## config.mk

```make
export PLATFORM = sky130hd
export DESIGN_NAME = mil_irq_logic
export DESIGN_NICKNAME = d
export VERILOG_FILES = /design/src/mil_pkg.sv /design/src/mil_irq_logic.sv
export SDC_FILE = /design/constraint.sdc
export NUM_CORES = 1
export LEC_CHECK = 0
export BUFFER_PORTS_ARGS = -buffer_cell sky130_fd_sc_hd__buf_4
export CAP_MARGIN = 0
export CORE_ASPECT_RATIO = 0.5
export CORE_MARGIN = 3
export CORE_UTILIZATION = 45
export CTS_CLUSTER_SIZE = 25
export DETAILED_ROUTE_END_ITERATION = 8
export GPL_ROUTABILITY_DRIVEN = 0
export PLACE_DENSITY = 0.9
export REMOVE_ABC_BUFFERS = 1
export SETUP_SLACK_MARGIN = 0.15
export SYNTH_ARGS = -nofsm -noshare
export SYNTH_HDL_FRONTEND = slang
export SYNTH_SLANG_ARGS = --single-unit
```

## constraint.sdc

```tcl
create_clock -name i_sys_clk -period 1.98 [get_ports i_sys_clk]
set_input_delay 0.297 -clock i_sys_clk [delete_from_list [all_inputs] [get_ports i_sys_clk]]
set_output_delay 0.297 -clock i_sys_clk [all_outputs]
set_load 0.05 [all_outputs]
```

## src/mil_pkg.sv

```systemverilog
// constants and types for the microcontroller interrupt logic
package mil_pkg;

   // ==================================================
   // register byte offsets
   localparam logic [4:0] MIL_OFS_CTRL   = 5'h00;
   localparam logic [4:0] MIL_OFS_PEN    = 5'h04;
   localparam logic [4:0] MIL_OFS_PFLAG  = 5'h08;
   localparam logic [4:0] MIL_OFS_OPT    = 5'h0c;
   localparam logic [4:0] MIL_OFS_CMPCFG = 5'h10;
   localparam logic [4:0] MIL_OFS_STAT   = 5'h14;

   // ==================================================
   // irq_control_reg fields
   localparam int MIL_CTRL_GIE  = 7;
   localparam int MIL_CTRL_PEIE = 6;
   localparam int MIL_CTRL_T0IE = 5;
   localparam int MIL_CTRL_XIE  = 4;
   localparam int MIL_CTRL_PCIE = 3;
   localparam int MIL_CTRL_T0IF = 2;
   localparam int MIL_CTRL_XIF  = 1;
   localparam int MIL_CTRL_PCIF = 0;

   // periph_flag_reg / periph_enable_reg fields (same layout)
   localparam int MIL_PER_T1  = 0;
   localparam int MIL_PER_FSM = 2;
   localparam int MIL_PER_C1  = 3;
   localparam int MIL_PER_C2  = 4;
   localparam int MIL_PER_EE  = 7;
   localparam logic [7:0] MIL_PER_MASK = 8'h9d;

   // option, comparator config and status fields
   localparam int MIL_OPT_EDGE = 0;
   localparam int MIL_CMP_DIG  = 0;
   localparam int MIL_STAT_PIN = 0;
   localparam int MIL_STAT_SRV = 1;
   localparam int MIL_STAT_SLP = 2;

   // ==================================================
   // reset values
   localparam logic [7:0] MIL_RST_CTRL = 8'h00;
   localparam logic [7:0] MIL_RST_PEN  = 8'h00;
   localparam logic [7:0] MIL_RST_PFL  = 8'h00;
   localparam logic       MIL_RST_OPT  = 1'b1;
   localparam logic       MIL_RST_CMP  = 1'b0;

   localparam logic [12:0] MIL_VECTOR = 13'h0004;

   // ==================================================
   // types
   typedef enum logic [2:0] {
      MIL_ST_RUN   = 3'b001,
      MIL_ST_SERV  = 3'b010,
      MIL_ST_SLEEP = 3'b100
   } mil_state_t;

   typedef struct packed {
      logic ee_done;
      logic cmp2;
      logic cmp1;
      logic fail_safe;
      logic timer_one_ovf;
   } mil_periph_evt_t;

   typedef struct packed {
      logic [7:0]  ctrl;
      logic [7:0]  pen;
      logic [7:0]  pflag;
      logic        edge_sel;
      logic        pin_digital;
      logic [2:0]  pin_sync;
      logic        pin_stable;
      logic        ext_en_sleep;
      mil_state_t  state;
      logic        take;
      logic        wake;
      logic        dp_wr;
      logic [4:0]  dp_addr;
      logic [31:0] rdata;
   } mil_regs_t;

endpackage : mil_pkg

```

## src/mil_irq_logic.sv

```systemverilog
// interrupt collection and dispatch logic with ahb-lite register slave
// Function
// (RULE1) global enable gates every request to core
// (RULE2) each source has its own enable
// (RULE3) reset clears global enable
// (RULE4) return instruction sets global enable again
// (RULE5) control register holds pin, port, timer flags
// (RULE6) peripheral flags: eeprom, comparators, timer, clock
// (RULE7) entry clears global enable, vectors 0004h
// (RULE8) external event entry takes three-four cycles; here pin change to vector take is five clocks
// (RULE9) flags set whatever the enables say
// (RULE10) software clears flags before re-enabling
// (RULE11) clearing global enable suppresses next-cycle entry
// (RULE12) pin edge polarity follows edge select
// (RULE13) valid pin edge sets external flag
// (RULE14) external enable low stops pin requests
// (RULE15) pin interrupt wakes if enabled before sleep
// (RULE16) after wake vector only when globally enabled
// (RULE17) analog pin reads zero, config makes digital
// (RULE18) enabled source wakes regardless of global enable
// (RULE19) request is global enable and flagged source
// (RULE20) pin synchronised, samples compared, one set
`timescale 1ns/10ps
module mil_irq_logic
   import mil_pkg::*;
(
   input  wire logic            i_sys_clk,
   input  wire logic            i_reset,
   // ahb-lite slave
   input  wire logic            i_hsel,
   input  wire logic [31:0]     i_haddr,
   input  wire logic [1:0]      i_htrans,
   input  wire logic            i_hwrite,
   input  wire logic [2:0]      i_hsize,
   input  wire logic [31:0]     i_hwdata,
   input  wire logic            i_hready,
   output logic                 o_hreadyout,
   output logic                 o_hresp,
   output logic [31:0]          o_hrdata,
   // event sources
   input  wire logic            i_ext_irq_pin,
   input  wire logic            i_port_change,
   input  wire logic            i_timer_zero_ovf,
   input  wire mil_periph_evt_t i_periph_evt,
   // processor core
   input  wire logic            i_irq_return_instr,
   input  wire logic            i_sleep_enter,
   output logic                 o_irq_req,
   output logic                 o_vector_take,
   output logic                 o_wake,
   output logic [12:0]          o_vector_addr
);

   // ==================================================
   // state
   mil_regs_t r_q;
   mil_regs_t r_d;

   logic       addr_ok;
   logic       addr_low;
   logic       take_now;
   logic       wr_ctrl;
   logic       wr_pen;
   logic       wr_pfl;
   logic       wr_opt;
   logic       wr_cmp;
   logic       gie_clr_now;
   logic       gie_eff;
   logic       ext_edge;
   logic       pin_level;
   logic [7:0] ctrl_set;
   logic [7:0] pfl_set;
   logic [7:0] ctrl_next;
   logic       any_pending;
   logic       any_wake;
   logic [31:0] rd_mux;

   // ==================================================
   // bus decode
   always_comb
   begin
      addr_ok = i_hsel && i_hready && i_htrans[1] && (i_hsize == 3'h2);
      addr_low = (i_haddr[31:5] == 27'h0);
      wr_ctrl = r_q.dp_wr && (r_q.dp_addr == MIL_OFS_CTRL);
      wr_pen  = r_q.dp_wr && (r_q.dp_addr == MIL_OFS_PEN);
      wr_pfl  = r_q.dp_wr && (r_q.dp_addr == MIL_OFS_PFLAG);
      wr_opt  = r_q.dp_wr && (r_q.dp_addr == MIL_OFS_OPT);
      wr_cmp  = r_q.dp_wr && (r_q.dp_addr == MIL_OFS_CMPCFG);
   end

   // ==================================================
   // pin edge and flag sets
   always_comb
   begin
      // only the agreeing 2nd and 3rd stages are looked at
      ext_edge = (r_q.pin_sync[1] == r_q.pin_sync[2])
                 && (r_q.pin_sync[2] != r_q.pin_stable)
                 && (r_q.pin_sync[2] == r_q.edge_sel)       // see (RULE12) (RULE20)
                 && r_q.pin_digital;                         // see (RULE17)
      pin_level = r_q.pin_stable & r_q.pin_digital;          // see (RULE17)

      ctrl_set = 8'h00;
      ctrl_set[MIL_CTRL_XIF]  = ext_edge;                    // see (RULE13) (RULE9)
      ctrl_set[MIL_CTRL_PCIF] = i_port_change;               // see (RULE5)
      ctrl_set[MIL_CTRL_T0IF] = i_timer_zero_ovf;

      pfl_set = 8'h00;                                       // see (RULE6) (RULE9)
      pfl_set[MIL_PER_T1]  = i_periph_evt.timer_one_ovf;
      pfl_set[MIL_PER_FSM] = i_periph_evt.fail_safe;
      pfl_set[MIL_PER_C1]  = i_periph_evt.cmp1;
      pfl_set[MIL_PER_C2]  = i_periph_evt.cmp2;
      pfl_set[MIL_PER_EE]  = i_periph_evt.ee_done;
   end

   // ==================================================
   // request logic
   always_comb
   begin
      // a write clearing the global enable blocks entry in that same cycle
      gie_clr_now = wr_ctrl && !i_hwdata[MIL_CTRL_GIE];      // see (RULE11)
      gie_eff = r_q.ctrl[MIL_CTRL_GIE] && !gie_clr_now;      // see (RULE1)

      any_pending =
         (r_q.ctrl[MIL_CTRL_XIF]  && r_q.ctrl[MIL_CTRL_XIE]) ||   // see (RULE14)
         (r_q.ctrl[MIL_CTRL_PCIF] && r_q.ctrl[MIL_CTRL_PCIE]) ||  // see (RULE2)
         (r_q.ctrl[MIL_CTRL_T0IF] && r_q.ctrl[MIL_CTRL_T0IE]) ||
         (r_q.ctrl[MIL_CTRL_PEIE] && |(r_q.pflag & r_q.pen));

      // wake ignores the global enable; pin uses enable held at sleep entry
      any_wake =
         (r_q.ctrl[MIL_CTRL_XIF]  && r_q.ext_en_sleep) ||         // see (RULE15)
         (r_q.ctrl[MIL_CTRL_PCIF] && r_q.ctrl[MIL_CTRL_PCIE]) ||  // see (RULE18)
         (r_q.ctrl[MIL_CTRL_T0IF] && r_q.ctrl[MIL_CTRL_T0IE]) ||
         (r_q.ctrl[MIL_CTRL_PEIE] && |(r_q.pflag & r_q.pen));

      // one term feeds both the core request and the dispatch step
      take_now = gie_eff && any_pending;                     // see (RULE19)
   end

   // ==================================================
   // read mux
   always_comb
   begin
      rd_mux = 32'h0000_0000;
      unique case (i_haddr[4:0])
         MIL_OFS_CTRL:   rd_mux[7:0] = r_q.ctrl;
         MIL_OFS_PEN:    rd_mux[7:0] = r_q.pen;
         MIL_OFS_PFLAG:  rd_mux[7:0] = r_q.pflag;
         MIL_OFS_OPT:    rd_mux[MIL_OPT_EDGE] = r_q.edge_sel;
         MIL_OFS_CMPCFG: rd_mux[MIL_CMP_DIG] = r_q.pin_digital;
         MIL_OFS_STAT:
         begin
            rd_mux[MIL_STAT_PIN] = pin_level;
            rd_mux[MIL_STAT_SRV] = (r_q.state == MIL_ST_SERV);
            rd_mux[MIL_STAT_SLP] = (r_q.state == MIL_ST_SLEEP);
         end
         default:        rd_mux = 32'h0000_0000;
      endcase
      // only the low 32 bytes are decoded; anything above reads zero
      if (!addr_low)
      begin
         rd_mux = 32'h0000_0000;
      end
   end

   // ==================================================
   // next state
   always_comb
   begin
      r_d = r_q;
      r_d.take = 1'b0;
      r_d.wake = 1'b0;

      // bus phases, zero wait states
      if (i_hready)
      begin
         // write held for the data phase, where hwdata stands; high addresses ignored
         r_d.dp_wr = addr_ok && i_hwrite && addr_low;
         r_d.dp_addr = i_haddr[4:0];
         // read captured in the address phase: a back-to-back read sees the old value
         if (addr_ok && !i_hwrite)
         begin
            r_d.rdata = rd_mux;
         end
      end

      // pin synchroniser, stable value follows once stages agree
      // first stage read only by the second, so metastability stays in the chain
      r_d.pin_sync = {r_q.pin_sync[1:0], i_ext_irq_pin};
      if (r_q.pin_sync[1] == r_q.pin_sync[2])
      begin
         r_d.pin_stable = r_q.pin_sync[2];                   // see (RULE20)
      end

      // register writes; hardware sets win over software clears
      ctrl_next = r_q.ctrl;
      if (wr_ctrl)
      begin
         ctrl_next = i_hwdata[7:0];
      end
      r_d.ctrl = ctrl_next | ctrl_set;                       // see (RULE9)
      if (wr_pen)
      begin
         r_d.pen = i_hwdata[7:0] & MIL_PER_MASK;
      end
      r_d.pflag = ((wr_pfl ? i_hwdata[7:0] : r_q.pflag) | pfl_set) & MIL_PER_MASK;
      if (wr_opt)
      begin
         r_d.edge_sel = i_hwdata[MIL_OPT_EDGE];
      end
      if (wr_cmp)
      begin
         r_d.pin_digital = i_hwdata[MIL_CMP_DIG];
      end

      // dispatch
      unique case (r_q.state)
         MIL_ST_RUN:
         begin
            // a pending interrupt with the global enable set wins over a sleep request in the same cycle
            if (take_now)                                    // see (RULE19)
            begin
               r_d.take = 1'b1;                              // see (RULE7) (RULE8)
               r_d.ctrl[MIL_CTRL_GIE] = 1'b0;                // see (RULE7)
               r_d.state = MIL_ST_SERV;
            end
            else if (i_sleep_enter)
            begin
               r_d.ext_en_sleep = r_q.ctrl[MIL_CTRL_XIE];    // see (RULE15)
               r_d.state = MIL_ST_SLEEP;
            end
         end
         MIL_ST_SERV:
         begin
            if (i_irq_return_instr)
            begin
               r_d.ctrl[MIL_CTRL_GIE] = 1'b1;                // see (RULE4)
               r_d.state = MIL_ST_RUN;
            end
         end
         MIL_ST_SLEEP:
         begin
            if (any_wake)
            begin
               r_d.wake = 1'b1;
               if (take_now)                                 // see (RULE16)
               begin
                  r_d.take = 1'b1;
                  r_d.ctrl[MIL_CTRL_GIE] = 1'b0;
                  r_d.state = MIL_ST_SERV;
               end
               else
               begin
                  r_d.state = MIL_ST_RUN;
               end
            end
         end
         default:
         begin
            // illegal one-hot code: fall back to run
            r_d.state = MIL_ST_RUN;
         end
      endcase
   end

   // ==================================================
   // registers
   always_ff @(posedge i_sys_clk or posedge i_reset)
   begin
      if (i_reset)
      begin
         // every field from a constant; global enable leaves reset cleared
         r_q.ctrl         <= MIL_RST_CTRL;                   // see (RULE3)
         r_q.pen          <= MIL_RST_PEN;
         r_q.pflag        <= MIL_RST_PFL;
         r_q.edge_sel     <= MIL_RST_OPT;
         r_q.pin_digital  <= MIL_RST_CMP;
         r_q.pin_sync     <= 3'h0;
         r_q.pin_stable   <= 1'b0;
         r_q.ext_en_sleep <= 1'b0;
         r_q.state        <= MIL_ST_RUN;
         r_q.take         <= 1'b0;
         r_q.wake         <= 1'b0;
         r_q.dp_wr        <= 1'b0;
         r_q.dp_addr      <= 5'h00;
         r_q.rdata        <= 32'h0000_0000;
      end
      else
      begin
         r_q <= r_d;
      end
   end

   // ==================================================
   // outputs
   // no wait states and no error response: every access ends in one data phase
   assign o_hreadyout   = 1'b1;
   assign o_hresp       = 1'b0;
   assign o_hrdata      = r_q.rdata;
   // combinational so the core sees the request in the cycle the flag stands
   assign o_irq_req     = take_now;                          // see (RULE1) (RULE19)
   assign o_vector_take = r_q.take;
   assign o_wake        = r_q.wake;
   assign o_vector_addr = MIL_VECTOR;

endmodule : mil_irq_logic

```

# Word level (Yosys, flattened, before mapping)
# Cells that the tools add are included.
# totals
regBits,68
inputBits,84
out_inout_bits,50
wordCells,95
# classes
eq_ne,19
n_mux,19
bitwise_logic,5
reduce_logical,38
# ops
cell,n
27-bit logical NOT,1
8-bit two-way mux,3
1-bit logical AND,22
"5-bit by 4-bit == test with 1-bit output, second input constant",4
"5-bit == test, second input constant",3
5-bit case mux with 3 select lines,1
"5-bit by 3-bit == test with 1-bit output, second input constant",2
5-bit logical NOT,2
3-bit two-way mux,3
3-bit case mux with 3 select lines,1
8-bit AND,1
8-bit by 3-bit bitwise OR with 8-bit output,1
8-bit bitwise OR,1
2-bit case mux with 4 select lines,1
8-bit OR reduction,1
"3-bit by 2-bit == test with 1-bit output, second input constant",2
1-bit logical OR,6
1-bit case mux with 6 select lines,1
3-bit AND reduction,2
1-bit two-way mux,5
5-bit two-way mux,1
"2-bit inequality test, second input constant",2
"3-bit by 1-bit == test with 1-bit output, second input constant",1
"3-bit == test, second input constant",1
other kinds (10),13

# Longest topological paths before layout
# depth
word_depth,9
depth_mapped,7
mapped_depth_nobuf,5

# Worst setup path before layout
# Ideal clock, no wire load.
# synth_path
path_type,flip-flop to output port
startpoint,reg r_q[52] (netlist bit)
endpoint,out o_irq_req
t_arrival_ns,1.321
t_required_ns,1.683
path_slack_ns,0.362
stages_incl_launch_ff,5
n_path_buf,0
path_cell_list,dfrtp_1 a222oi_1 a21oi_2 o211ai_2 inv_2
# synth_via
elab_chain_cells,5
# synth_rtl
element,line,source
start: declaration,mil_irq_logic.sv:56,mil_regs_t r_q;
start signal: assignment,mil_irq_logic.sv:290,r_q <= r_d;
8-bit AND,mil_irq_logic.sv:127,(r_q.ctrl[MIL_CTRL_PEIE] && |(r_q.pflag & r_q.pen));
8-bit OR reduction,mil_irq_logic.sv:127,
1-bit logical AND,mil_irq_logic.sv:127,
1-bit logical OR,mil_irq_logic.sv:126,(r_q.ctrl[MIL_CTRL_T0IF] && r_q.ctrl[MIL_CTRL_T0IE]) ||
1-bit logical AND,mil_irq_logic.sv:137,take_now = gie_eff && any_pending;
end: declaration,mil_irq_logic.sv:48,"output logic o_irq_req,"
# Every way passes these cells.

# Final worst setup path
# layout_path
startpoint,reg r_q[60] (netlist bit)
endpoint,out o_irq_req
# The elaborated chain is that of the path after synthesis.

==> run metrics <==
synthesis-stage register bit count=between 40 and 50; Die Span Y=~60 um; sequential share of the synthesized area=a little over two fifths; clock buffer depth=2; asr flop ratio synth=100%; Setup-failing EPs final=1; crit end category=output port; min cycle time layout=2.01 ns; drt via density=5.42; FF/Latch Area=between 0.001 and 0.0015 mm2; Post-Place Cell Area=0.00299 mm2; Post-Synthesis Cell Area=0.00262 mm2; H-tree depth=2; Fillers=387; cell row count=18; max cap viols=0; Combinational Power Share=a little over a fifth; io pins=134; sequential share of power=between 40% and 50%; initial antenna violation count=0; Post-Route WL=roughly 6600 um; TritonCTS Buffers=5; Fmax=498 MHz; NetSw=0.000718 W; Post-Synthesis Cells=between 200 and 300; failing checks=setup timing; share of cells above drive strength 1=roughly a third; TritonCTS clock tree=yes; EDFF count, synth=0; Max FO, Critical Path=2; worst endpoint required time=1.68 ns; GRT overflow=0; HP Class=in -> reg; final slew viol count=0; RSZ-0062 raised after global routing=true; Slew headroom=62.8%; WS Path Type=reg -> out; Worst Clk Skew=0.00218 ns; core region area=0.00527 mm2; largest net degree at the start of global routing=45; Initial Util=49.7%; Mean Syn Cell Area=just over 10 um2; Slowest Stage Delay on Critical Path=around 0.39 ns; final setup margin=-0.0267 ns; PD cells=731 mW/mm2; WL/cell=16.7 um; Final Cell Area=approximately 0.0032 mm2; sw frac=30.7%; family with the most delay on the worst path=compound AO/OA/AOI/OAI gates; CP max-delay cell=dfrtp_1; Final Core Density=between 60% and 70%; startpoint types=flip-flop; Top FF cell, synth=dfrtp_1; share of total power in the clock network=between 30% and 40%; outcome=finished, violations left; DRT Pass-1 Iters=4; crit-path cells=a222oi_1 > buf_4 > a21oi_4 > o211ai_2 > inv_2 > buf_8; Sink Count=44; Power Internal=approximately 0.0016 W; global-route wire length before repair=10500 um; Worst-path clk slew=about 0.06 ns; Final nets=408; clk root buf=clkbuf_16; via count=2139; Layout Area Growth over Synthesis=22.1%; HPWL after DPL=4870 um; top-area cell type share of the netlist area=40.1%; synth cell count leaders=buf_4 (48), dfrtp_1 (42), nor2_1 (18); count leader, synth=buf_4; worst slew pin tran=between 0.5 and 0.6 ns; ant diodes=0; Overall Power=0.00234 W; Port Buffers=69; DRT iter0 DRCs=128; Clk Latency, worst-skew pair=0.29 ns; Final Cycle Share=101%; Buf/Inv on CP=3; Max IR drop VDD=0.432 mV; vias in the first global route=2243; leading area contributor after synthesis=dfrtp_1; endpoints failing hold=0; yosys warns=0; area of the multi-input gates=~0.0012 mm2; Worst EP arrival=~1.7 ns; static leakage=about 1.5 nW; detailed-route DRC error count=0; top cells by area, synth=dfrtp_1 (40%), buf_4 (14%), mux2_2 (6.4%); Die ar.=0.00683 mm2; hold buffer count at CTS=0; synth unique cells=54; die width=114 um; all-layer global routing usage=19.9%; antenna-violating nets left=0
==> cells in the final DEF, fill, tap and decap left out, types with 3 or more instances in the layout <==
cell type	netlist	routed
and2_1	3	3
nor2_1	18	18
mux2_2	15	15
o21ai_0	5	5
nand2_1	14	14
a211o_1	7	7
a21oi_1	7	7
nor3_1	3	3
nor4_1	6	6
nand3_1	3	3
nor2b_1	4	4
a32o_1	3	3
a2bb2oi_1	3	3
inv_1	11	11
clkbuf_16	0	5
o31ai_1	3	3
nand4_1	3	3
conb_1	2	39
buf_4	48	78
dfrtp_1	42	42
nor3b_1	5	5
nand2b_1	4	4
mux2i_1	6	6
==> through the flow <==
step / cells / setup WS (ns) / TNS (ns) / hold slack, ns
after floorplan: 238 / 0.362 / 0 / 0.328
after global placement: 381 / 0.199 / 0 / 0.340
after detailed placement: 381 / 0.139 / 0 / 0.345
after CTS: 395 / 0.0301 / 0 / 0.113
after global routing: 395 / -0.0715 / -0.0715 / 0.108
final: 395 / -0.0267 / -0.0267 / 0.114
==> power groups by stage <==
stage               sequential (W)  combinational, W  clock, W
floorplan                  0.00101          0.000333         0
global placement           0.00100          0.000488         0
detailed placement         0.00101          0.000505         0
CTS                       0.000993          0.000511  0.000838
global route               0.00100          0.000548  0.000875
finish                    0.000993          0.000514  0.000832
==> cell families after synthesis <==
group	Yosys count	share of synthesized area [%]
adders and majority gates	1	0.382
and+or+nand+nor	74	16.7
buffers and inverters	66	17.4
DFF	44	42.1
other	2	0.287
muxes	21	8.74
AOI/OAI and AO/OA	47	14.5
==> repair_timing <==
item / 4_1_cts / 5_1_grt
buffers inserted: 6 / 0
endpoints found under the setup margin: 1 / 1
cloned: 0 / 0
pin swaps: 3 / 0
gates resized for setup: 4 / 0
==> final cells by class <==
cell class | instances | share of cell area, %
Timing Repair Buffer | 79 | 18.8
Sequential cell | 44 | 34.5
Multi-Input combinational cell | 182 | 37.9
Clock inverter | 2 | 0.313
Tap cell | 70 | 2.74
Inverter | 12 | 1.41
Clock buffer | 6 | 4.34
==> sequential cells by signal (all words and copies together) (netlist names) <==
| name | flops |
|---|---|
| o_hrdata | 8 |
| r_d | 2 |
| o_wake | 1 |
| r_q | 32 |
| o_vector_take | 1 |
==> path summary, 6_finish.rpt <==
| kind | start | end | slack (ns) | depth (start not counted) |
|---|---|---|---|---|
| min | i_ext_irq_pin | r_d[46]$_DFF_PP0_ | 0.11 | 1 |
| max | r_q[60]$_DFFE_PP0P_ | o_irq_req | -0.03 | 6 |
| max in group asynchronous | i_reset | r_q[49]$_DFFE_PP1P_ | 1.44 | 3 |
| max reg2reg | r_q[60]$_DFFE_PP0P_ | o_vector_take$_DFF_PP0_ | 0.25 | 6 |
| min in group asynchronous | i_reset | o_hrdata[5]$_DFFE_PP0P_ | 0.15 | 3 |
| min reg2reg | r_d[46]$_DFF_PP0_ | r_d[47]$_DFF_PP0_ | 0.35 | 0 |
==> layer usage <==
layer / part of all wire, % / wire length [um] / up-vias / global-route usage, %
met1: 36 / 2350 / 1022 / 20.7
met2: 53 / 3460 / 118 / 38.3
met5: 0.52 / 34 / - / 3.70
met4: 4.4 / 292 / 2 / 10.7
li1: - / - / 965 / -
met3: 6.8 / 446 / 32 / 4.04
Note: power is estimated with default switching activity, not from simulation.
